**src/inc/gpio_bank_regs.svh**
```systemverilog
`ifndef GPIO_BANK_REGS_SVH
`define GPIO_BANK_REGS_SVH

// ----------------------------------------
// Geometry
// ----------------------------------------
`define GPIO_PORTS 3
`define GPIO_PINS 16
`define GPIO_ALL_PINS 48
`define GPIO_ADDR_W 12

// ----------------------------------------
// Address fields: port select and word index
// ----------------------------------------
`define GPIO_PORT_MSB 7
`define GPIO_PORT_LSB 6
`define GPIO_REG_MSB 5
`define GPIO_REG_LSB 2

// ----------------------------------------
// Register word indices within one port window
// ----------------------------------------
`define GPIO_REG_DATA 4'h0
`define GPIO_REG_CLEAR 4'h1
`define GPIO_REG_SET 4'h2
`define GPIO_REG_TOGGLE 4'h3
`define GPIO_REG_MASK 4'h4
`define GPIO_REG_MASK_CLEAR 4'h5
`define GPIO_REG_MASK_SET 4'h6
`define GPIO_REG_DIR 4'h7
`define GPIO_REG_EDGE 4'h8
`define GPIO_REG_BOTH 4'h9
`define GPIO_REG_INEN 4'ha
`define GPIO_REG_LEVEL 4'hb
`define GPIO_REG_IRQ_STAT 4'hc

// ----------------------------------------
// Reset values
// ----------------------------------------
`define GPIO_RST_BITS 16'h0000
`define GPIO_RST_WORD 32'h0000_0000

`endif

```
**src/inc/gpio_bank_pkg.sv**
```systemverilog
package gpio_bank_pkg;

   typedef logic [15:0] pins_t;

   // Software-visible state of one port
   typedef struct packed {
      pins_t data;
      pins_t dir;
      pins_t inen;
      pins_t edge_sel;
      pins_t both;
      pins_t mask;
      pins_t irq_stat;
   } port_regs_s;

   // One decoded bus write
   typedef struct packed {
      logic go;
      logic [1:0] port;
      logic [3:0] idx;
      pins_t wdata;
   } bus_wr_s;

endpackage

```
**src/gpio_port_bank_controller.sv**
```systemverilog
`timescale 1ns/1ps
`default_nettype none
`include "gpio_bank_regs.svh"

// Functional notes
// - 48 pins over three independent ports
// - Fourth bank window answers with error
// - Pins default to plain GPIO function
// - Driver and input buffer off after reset
// - Per-pin direction register
// - Four output writes; zero bits untouched except by the data write
// - Set register drives pin high
// - Clear register drives pin low
// - Toggle register inverts output level
// - Data register loads all outputs directly
// - Level register returns sensed pin levels
// - Mask-set write enables pin interrupt
// - Mask-clear write disables pin interrupt
// - Enabled input raises interrupt on condition
// - Output writes can trigger pin interrupt
// - Per-pin level or edge sensitivity
// - Edge pins: rising only or both
module gpio_port_bank_controller (
   input wire logic sys_clk,
   input wire logic sys_rst,
   input wire logic ce,
   input wire logic psel,
   input wire logic penable,
   input wire logic pwrite,
   input wire logic [`GPIO_ADDR_W-1:0] paddr,
   input wire logic [31:0] pwdata,
   output logic [31:0] prdata,
   output logic pready,
   output logic pslverr,
   input wire logic [`GPIO_ALL_PINS-1:0] pin_in,
   output logic [`GPIO_ALL_PINS-1:0] pin_out,
   output logic [`GPIO_ALL_PINS-1:0] pin_oe,
   output logic irq
);

   // ----------------------------------------
   // Register map, one 0x40 window per port
   // ----------------------------------------
   // Index 0: output data, write loads all bits
   // Index 1: write-one clears output bits
   // Index 2: write-one sets output bits
   // Index 3: write-one inverts output bits
   // Index 4: interrupt mask, read only
   // Index 5: write-one disables pin interrupts
   // Index 6: write-one enables pin interrupts
   // Index 7: direction, one means driving
   // Index 8: sensitivity, one means edge
   // Index 9: edge pins, one means both edges
   // Index a: input buffer enable
   // Index b: synchronised pin levels, read only
   // Index c: interrupt status, edge bits write-one-clear
   // Write-one aliases read back the register they modify

   // ----------------------------------------
   // Timing summary
   // ----------------------------------------
   // Setup, access, answer: one wait state always
   // Write lands on the edge that samples pready
   // Pin change reaches the level view after two edges
   // Pin change reaches irq after three edges
   // Low clock enable stalls bus and pins alike
   // Hazard: a stalled transfer waits for the enable

   // ----------------------------------------
   // Reset state
   // ----------------------------------------
   // Every register clears: pins are inputs
   // Input buffers off, so the level view reads zero
   // Masks clear, so irq stays low
   // Bus answer lines idle low

   // ----------------------------------------
   // Interrupt path per pin
   // ----------------------------------------
   // Source: outputs see their data bit, inputs the pin
   // Inputs only count while their buffer is enabled
   // Edge mode: rising sets, both-edge adds falling
   // A new edge beats a clear in the same cycle
   // Level mode: status tracks the source, no clear
   // Mask gates status onto the single request line

   // ----------------------------------------
   // Limitations
   // ----------------------------------------
   // Level interrupts are active high only
   // Changing direction or sensitivity can fake an edge
   // Fourth bank window refuses every access
   // Level view writes are dropped without an error
   // Upper data bits are ignored on write
   // Reads of upper bits return zero

   // ----------------------------------------
   // Decoding helpers
   // ----------------------------------------

   // Known register index inside a GPIO port window
   function automatic logic reg_known(input logic [3:0] idx);
      reg_known = (idx <= `GPIO_REG_IRQ_STAT);
   endfunction

   // Bank 3 has no GPIO: its window is unmapped
   function automatic logic addr_ok(input logic [`GPIO_ADDR_W-1:0] a);
      addr_ok = (a[`GPIO_PORT_MSB:`GPIO_PORT_LSB] < 2'(`GPIO_PORTS))
         && reg_known(a[`GPIO_REG_MSB:`GPIO_REG_LSB]);
   endfunction

   // One register of a port addressed by a committing write
   function automatic logic reg_hit(input logic h, input logic [3:0] idx,
                                    input logic [3:0] code);
      reg_hit = h && (idx == code);
   endfunction

   // Lowest pin number of a port inside the 48-pin vectors
   function automatic int port_base(input logic [1:0] p);
      port_base = int'(p) * `GPIO_PINS;
   endfunction

   // ----------------------------------------
   // Pin synchroniser
   // ----------------------------------------
   logic [`GPIO_ALL_PINS-1:0] meta_r;
   logic [`GPIO_ALL_PINS-1:0] sync_r;

   // Two flops; only the second one is read by logic
   always_ff @(posedge sys_clk) begin
      if (sys_rst) begin
         meta_r <= '0;
         sync_r <= '0;
      end else if (ce) begin
         meta_r <= pin_in;
         sync_r <= meta_r;
      end
   end

   // ----------------------------------------
   // APB slave: one wait state, write at the ready edge
   // ----------------------------------------
   logic [31:0] rd_data;
   logic rd_err;
   gpio_bank_pkg::bus_wr_s wr;
   gpio_bank_pkg::port_regs_s regs [`GPIO_PORTS];
   logic [`GPIO_PORTS-1:0] irq_any;
   // Next values of data and direction, shared with the pin flops
   gpio_bank_pkg::pins_t data_nxt_a [`GPIO_PORTS];
   gpio_bank_pkg::pins_t dir_nxt_a [`GPIO_PORTS];

   // Write commits only at the edge that samples pready high
   always_comb begin
      wr.go = psel && penable && pready && pwrite && !pslverr && ce;
      wr.port = paddr[`GPIO_PORT_MSB:`GPIO_PORT_LSB];
      wr.idx = paddr[`GPIO_REG_MSB:`GPIO_REG_LSB];
      wr.wdata = pwdata[`GPIO_PINS-1:0];
   end

   // Read mux; bits above the port width read as zero
   always_comb begin
      logic [1:0] p;
      gpio_bank_pkg::port_regs_s r;
      p = paddr[`GPIO_PORT_MSB:`GPIO_PORT_LSB];
      r = regs[0];
      rd_data = `GPIO_RST_WORD;
      rd_err = !addr_ok(paddr);
      if (p < 2'(`GPIO_PORTS)) begin
         r = regs[p];
      end
      if (!rd_err) begin
         unique case (paddr[`GPIO_REG_MSB:`GPIO_REG_LSB])
            `GPIO_REG_DATA, `GPIO_REG_CLEAR, `GPIO_REG_SET, `GPIO_REG_TOGGLE: begin
               rd_data[`GPIO_PINS-1:0] = r.data;
            end
            `GPIO_REG_MASK, `GPIO_REG_MASK_CLEAR, `GPIO_REG_MASK_SET: begin
               rd_data[`GPIO_PINS-1:0] = r.mask;
            end
            `GPIO_REG_DIR: rd_data[`GPIO_PINS-1:0] = r.dir;
            `GPIO_REG_EDGE: rd_data[`GPIO_PINS-1:0] = r.edge_sel;
            `GPIO_REG_BOTH: rd_data[`GPIO_PINS-1:0] = r.both;
            `GPIO_REG_INEN: rd_data[`GPIO_PINS-1:0] = r.inen;
            `GPIO_REG_LEVEL: begin
               // Disabled input buffers sense as zero
               rd_data[`GPIO_PINS-1:0] =
                  sync_r[port_base(p) +: `GPIO_PINS]
                  & r.inen;
            end
            `GPIO_REG_IRQ_STAT: rd_data[`GPIO_PINS-1:0] = r.irq_stat;
            default: rd_data = `GPIO_RST_WORD;
         endcase
      end
   end

   // Answer registered one cycle into the access phase
   always_ff @(posedge sys_clk) begin
      if (sys_rst) begin
         pready <= 1'b0;
         prdata <= `GPIO_RST_WORD;
         pslverr <= 1'b0;
      end else if (ce) begin
         if (psel && penable && !pready) begin
            pready <= 1'b1;
            prdata <= pwrite ? `GPIO_RST_WORD : rd_data;
            pslverr <= rd_err;
         end else begin
            pready <= 1'b0;
            pslverr <= 1'b0;
         end
      end
   end

   // ----------------------------------------
   // Per-port logic
   // ----------------------------------------
   genvar gp;
   generate
      for (gp = 0; gp < `GPIO_PORTS; gp++) begin : g_port
         localparam int BASE = port_base(2'(gp));
         logic hit;
         logic [3:0] idx;
         gpio_bank_pkg::pins_t w;
         gpio_bank_pkg::pins_t src;
         gpio_bank_pkg::pins_t src_prev_r;
         gpio_bank_pkg::pins_t event_edge;
         gpio_bank_pkg::pins_t data_nxt;
         gpio_bank_pkg::pins_t stat_nxt;
         gpio_bank_pkg::pins_t dir_nxt;
         logic hit_dir;
         logic hit_inen;
         logic hit_edge;
         logic hit_both;
         logic hit_mset;
         logic hit_mclr;
         logic hit_sclr;

         assign hit = wr.go && (wr.port == 2'(gp));
         assign idx = wr.idx;
         assign w = wr.wdata;

         // Per-register write strobes for this port
         assign hit_dir = reg_hit(hit, idx, `GPIO_REG_DIR);
         assign hit_inen = reg_hit(hit, idx, `GPIO_REG_INEN);
         assign hit_edge = reg_hit(hit, idx, `GPIO_REG_EDGE);
         assign hit_both = reg_hit(hit, idx, `GPIO_REG_BOTH);
         assign hit_mset = reg_hit(hit, idx, `GPIO_REG_MASK_SET);
         assign hit_mclr = reg_hit(hit, idx, `GPIO_REG_MASK_CLEAR);
         assign hit_sclr = reg_hit(hit, idx, `GPIO_REG_IRQ_STAT);

         // Output value: only bits written as one change, except data
         always_comb begin
            data_nxt = regs[gp].data;
            if (hit) begin
               unique case (idx)
                  `GPIO_REG_DATA: data_nxt = w;
                  `GPIO_REG_SET: data_nxt = regs[gp].data | w;
                  `GPIO_REG_CLEAR: data_nxt = regs[gp].data & ~w;
                  `GPIO_REG_TOGGLE: data_nxt = regs[gp].data ^ w;
                  default: data_nxt = regs[gp].data;
               endcase
            end
         end

         // Data flop; pin outputs come from their own flop copies fed by data_nxt
         always_ff @(posedge sys_clk) begin
            if (sys_rst) begin
               regs[gp].data <= `GPIO_RST_BITS;
            end else if (ce) begin
               regs[gp].data <= data_nxt;
            end
         end

         // Direction next value feeds both the register and its pin copy
         always_comb begin
            dir_nxt = regs[gp].dir;
            if (hit_dir) begin
               dir_nxt = w;
            end
         end

         // Direction and input enable both off after reset
         always_ff @(posedge sys_clk) begin
            if (sys_rst) begin
               regs[gp].dir <= `GPIO_RST_BITS;
               regs[gp].inen <= `GPIO_RST_BITS;
            end else if (ce) begin
               regs[gp].dir <= dir_nxt;
               if (hit_inen) regs[gp].inen <= w;
            end
         end

         // Sensitivity configuration
         always_ff @(posedge sys_clk) begin
            if (sys_rst) begin
               regs[gp].edge_sel <= `GPIO_RST_BITS;
               regs[gp].both <= `GPIO_RST_BITS;
            end else if (ce && hit) begin
               if (hit_edge) regs[gp].edge_sel <= w;
               if (hit_both) regs[gp].both <= w;
            end
         end

         // Mask set and clear; untouched bits keep their value
         always_ff @(posedge sys_clk) begin
            if (sys_rst) begin
               regs[gp].mask <= `GPIO_RST_BITS;
            end else if (ce && hit) begin
               if (hit_mset) regs[gp].mask <= regs[gp].mask | w;
               if (hit_mclr) regs[gp].mask <= regs[gp].mask & ~w;
            end
         end

         // Interrupt source: outputs see written value, inputs the pin
         always_comb begin
            src = (regs[gp].dir & regs[gp].data)
               | (~regs[gp].dir & regs[gp].inen & sync_r[BASE +: `GPIO_PINS]);
            event_edge = (src & ~src_prev_r)
               | (regs[gp].both & ~src & src_prev_r);
         end

         // Previous source, the reference for edge detection
         always_ff @(posedge sys_clk) begin
            if (sys_rst) begin
               src_prev_r <= `GPIO_RST_BITS;
            end else if (ce) begin
               src_prev_r <= src;
            end
         end

         // Edge bits stick, W1C, a new edge beats the clear; level bits track
         always_comb begin
            stat_nxt = regs[gp].irq_stat;
            if (hit_sclr) begin
               stat_nxt = stat_nxt & ~w;
            end
            stat_nxt = (stat_nxt | event_edge) & regs[gp].edge_sel
               | (src & ~regs[gp].edge_sel);
         end

         // Status register, frozen with the clock enable
         always_ff @(posedge sys_clk) begin
            if (sys_rst) begin
               regs[gp].irq_stat <= `GPIO_RST_BITS;
            end else if (ce) begin
               regs[gp].irq_stat <= stat_nxt;
            end
         end

         assign irq_any[gp] = |(stat_nxt & regs[gp].mask);

         // Hand next values to the shared pin flops
         assign data_nxt_a[gp] = data_nxt;
         assign dir_nxt_a[gp] = dir_nxt;
      end
   endgenerate

   // ----------------------------------------
   // Registered pin drive and interrupt request
   // ----------------------------------------

   // Flop copies keep every output on a register
   always_ff @(posedge sys_clk) begin
      if (sys_rst) begin
         pin_out <= '0;
         pin_oe <= '0;
         irq <= 1'b0;
      end else if (ce) begin
         // Same next values as the registers, so pins never lag a write
         for (int i = 0; i < `GPIO_PORTS; i++) begin
            pin_out[i*`GPIO_PINS +: `GPIO_PINS] <= data_nxt_a[i];
            pin_oe[i*`GPIO_PINS +: `GPIO_PINS] <= dir_nxt_a[i];
         end
         irq <= |irq_any;
      end
   end

endmodule

`default_nettype wire

```
**config.mk**
```make
export PLATFORM = sky130hd
export DESIGN_NAME = gpio_port_bank_controller
export DESIGN_NICKNAME = d
export VERILOG_FILES = /design/src/inc/gpio_bank_pkg.sv /design/src/gpio_port_bank_controller.sv
export VERILOG_INCLUDE_DIRS = /design/src /design/src/inc
export SDC_FILE = /design/constraint.sdc
export NUM_CORES = 1
export LEC_CHECK = 0
export BUFFER_PORTS_ARGS = -buffer_cell sky130_fd_sc_hd__buf_4
export CORE_MARGIN = 1.5
export CORE_UTILIZATION = 35
export DETAILED_ROUTE_END_ITERATION = 16
export PLACE_DENSITY = 0.55
export SETUP_SLACK_MARGIN = 0.02
export SLEW_MARGIN = 10
export SYNTH_ARGS = -nofsm -noshare
export SYNTH_HDL_FRONTEND = slang
export SYNTH_SLANG_ARGS = --single-unit
```
**constraint.sdc**
```tcl
create_clock -name sys_clk -period 6.1 [get_ports sys_clk]
set_input_delay 1.525 -clock sys_clk [delete_from_list [all_inputs] [get_ports sys_clk]]
set_output_delay 1.525 -clock sys_clk [all_outputs]
set_load 0.005 [all_outputs]
```
==> results.py <==
metrics = {
    "cts": {
        "cts_made_buffers": 69,
        "clkSinkCount": 595,
        "post_cts_hold_buffer_count": 0,
        "cts_root_buffer": "sky130_fd_sc_hd__clkbuf_16",
        "h-tree-depth": 3,
        "cts-root-to-sink-buffers": 3,
        "post-cts-setup-buffer-count": 0,
        "tritoncts": "done",
        "clk_pin_slew_worst_paths_ns": 0.06,
        "clk_latency_ns": 0.64,
        "post_cts_resized": 0,
    },
    "place": {
        "place_inst": 4524,
        "number_of_i_o_port_buffers": 190,
        "gp_congestion": 0.976,
        "dpl.hpwl_um": 94300,
    },
    "power_and_ir_drop": {
        "power.share.combinational_pct": 10.3,
        "p_sw_share_pct": 27.1,
        "power_density_nw_per_um2": 266,
        "cellInternalPower_uw": 7180,
        "power.share.sequential_pct": 47.0,
        "switchingPower_uw": 2670,
        "vdd.ir_drop.worst_uv": 184,
        "power.share.clock_pct": 42.8,
        "power_leakage_uw": 0.0152,
        "total_power_uw": 9850,
    },
    "detailed_routing": {
        "detail_route.wl_per_cell_um": 28.9,
        "first_iteration_detailed_routing_drc_count": 3855,
        "remaining_drc_errors": 0,
        "vias_per_cell": 6.14,
        "via_total_after_detailed_routing": 28550,
        "drtAntennaViolNets": 0,
        "detailedRoute.firstPassIterationCount": 6,
        "drt-total-wl_um": 134000,
    },
    "floorplanning": {
        "die-area_um2": 93700,
        "boundaryPins": 229,
        "core_um2": 90600,
        "rows": 110,
        "floorplan.initialDensity_pct": 35.5,
        "dieWidth_um": 306,
        "die_h_um": 306,
    },
    "setup_path": {
        "reg2reg_from": "pready$_SDFFE_PP0P_",
        "timing.critical_path.fanout_max": 33,
        "reg2reg_end": "regs[2][22]$_DFFE_PP_",
        "regToRegSetupSlack_ns": 2.54,
        "end_kind": "register",
        "startpoint_type": "input port",
        "critical_path.cell_chain": "buf_8 > nand3_2 > nor2_1 > nand2_2 > buf_4 > nor2_1 > buf_4 > a31oi_1 > a21oi_1",
        "worst-path-buf-inv": 3,
        "worstSetupPathType": "input port to register",
        "worst_path_dominant_cell_family": "simple AND/OR/NAND/NOR gates",
        "data_arrival_critical_path_ns": 5.08,
        "slowest_delay_ns": 0.74,
        "crit_slowest_cell": "sky130_fd_sc_hd__nor2_1",
        "timing.reg2reg.worst_path_depth": 8,
        "worstPathRequired_ns": 6.57,
    },
    "synthesis": {
        "synthesis.area_um2": 32200,
        "syn_avg_cell_area_um2": 9.63,
        "yosys_register_bits": 595,
        "synth.yosys.seq_area_share_pct": 47.5,
        "synthFlopType": "sky130_fd_sc_hd__edfxtp_1",
        "ys_async_sr_fraction_pct": 0,
        "ys.warnings.count": 0,
        "number_of_enable_type_register_cells_in_the_synthesized_netlist": 336,
        "synth_cell_types": 59,
        "synthCells": 3340,
    },
    "min_path": {
        "hold-path-endpoint": "pin_out[16]$_SDFFE_PP0P_",
        "hold_path_depth": 1,
        "min_path_type": "register to register",
        "hold_start": "pin_out[16]$_SDFFE_PP0P_",
    },
    "finish": {
        "syn_to_final_growth_pct": 15.0,
        "non_filler_instance_count_after_layout": 4653,
        "final_layout_size_suffix_gt1_share_pct": 13.7,
        "layout_common_cells": "sky130_fd_sc_hd__a21oi_1 (376), sky130_fd_sc_hd__nor2_1 (364), sky130_fd_sc_hd__edfxtp_1 (336)",
        "layout.cells.most_common": "sky130_fd_sc_hd__a21oi_1",
        "layout.filler_cells": 8955,
        "design.final.nets": 3613,
    },
    "timing": {
        "finalCriticalPeriod_ns": 4.62,
        "finalClockSkew_ns": 0.0339,
        "final-max-slew-violation-count": 0,
        "tightestPinTransition_ns": 1.21,
        "slew_headroom_pct": 17.2,
        "timing.setup.tns_ns": 0,
        "setup-violations-final": 0,
        "grt_setup_unrepaired": "no",
        "max_clock_freq_mhz": 217,
        "final.period_utilization_pct": 75.7,
        "report.final.hold_viol_count": 0,
    },
    "job": {
        "timing.max_cap.violations": 0,
    },
    "run_status": {
        "run_status": "finished, final reports clean",
    },
    "grt": {
        "vias_in_the_first_global_route": 25975,
        "antenna_found_initial": 8,
        "combined_global_route_utilization_of_all_metal_layers_pct": 27.8,
        "grt_start_max_net_pins": 84,
        "global_route_wire_length_before_repair_um": 189000,
        "globalRouteOverflowTotal": 0,
    },
}
## state kept, by name, summed over array words and instances, names as in the netlist
name,flops
pslverr,1
sync_r,48
meta_r,48
regs,336
irq,1
g_port.src_prev_r,48
pin_oe,48
pready,1
pin_out,48
prdata,16
## power groups by stage
stage / sequential [µW] / clock (µW) / combinational, µW
2_1_floorplan: 4610 / 0 / 608
5_1_grt: 4640 / 4390 / 1080
3_3_place_gp: 4690 / 0 / 980
3_5_place_dp: 4700 / 0 / 990
4_1_cts: 4610 / 4250 / 993
6_report: 4620 / 4210 / 1010
## synthesized netlist by cell type, drive strengths merged (17+ instances only)
library cell / n / area, µm²
nand2: 304 / 1140
buf: 84 / 449
and3: 17 / 106
o22a: 39 / 342
nand3: 39 / 200
nand4: 42 / 263
clkbuf: 197 / 742
a31oi: 28 / 175
mux2i: 262 / 2620
nor2b: 73 / 457
a311oi: 49 / 429
inv: 77 / 289
a21o: 116 / 871
dfxtp: 259 / 5180
a211oi: 157 / 1180
mux2: 38 / 428
and3b: 47 / 412
a21oi: 377 / 1890
ha: 96 / 1200
nor2: 374 / 1410
o22ai: 26 / 163
nor4: 153 / 991
edfxtp: 336 / 10100
o21ai: 21 / 105
## cells by family (layout without fill, tap and decap cells)
family | after synthesis | in the layout | share of synthesized area (%)
flops | 595 | 595 | 47.5
simple gates | 1099 | 1099 | 16.5
fa+ha+maj | 96 | 96 | 3.74
compound gates | 891 | 891 | 18.1
mux | 300 | 300 | 9.49
other cells | 1 | 20 | 0.0117
buf+inv | 358 | 476 | 4.60
## per-stage QoR
step / utilization, % / instance area [µm²] / hold slack (ns) / setup slack [ns]
final: 40.8 / 37000 / 0.451 / 1.48
after global routing: 40.8 / 37000 / 0.466 / 1.46
after CTS: 40.8 / 37000 / 0.455 / 1.61
after detailed placement: 38.3 / 34700 / 0.441 / 0.967
after global placement: 38.3 / 34700 / 0.437 / 1.00
after floorplan: - / 32200 / 0.451 / 0.551
## routing by layer
layer	track usage [%]	part of all wire (%)	wire length, µm	vias up
li1	-	-	-	12551
met3	7.58	12	15800	298
met5	0	0.029	39	-
met2	41.4	43	57400	1657
met1	37.8	41	54600	14038
met4	12.1	4.9	6560	6
## worst register-to-register path: cells and delay by family, from the launching register on
family	cells	cell delay, ns
and+or+nand+nor	4	1.97
buffers and inverters	2	0.81
DFF	1	0.41
AOI/OAI and AO/OA	2	0.22
## how the worst max path moves through the flow
stage	slack, ns	from	cells after the start	end
after floorplan	0.55	sys_rst	5	regs[0][0]$_SDFFCE_PN0P_
after global placement	1.00	ce	9	regs[2][22]$_DFFE_PP_
after CTS	1.61	ce	9	regs[2][22]$_DFFE_PP_
final	1.48	ce	9	regs[2][22]$_DFFE_PP_
after global routing	1.46	ce	9	regs[2][22]$_DFFE_PP_
after detailed placement	0.97	ce	9	regs[2][22]$_DFFE_PP_
## cell type report
class                           count  area [µm²]  share of cell area (%)
Antenna cell                        4        10.0                  0.0271
Sequential cell                   595       15300                    41.3
Tap cell                         1176        1470                    3.98
Timing Repair Buffer              274        2130                    5.77
Clock buffer                      103        2090                    5.65
Inverter                           77         294                   0.795
Multi-Input combinational cell   2402       15500                    42.0
Clock inverter                     22         169                   0.457
No activity file was read; power rests on OpenSTA's default activity.
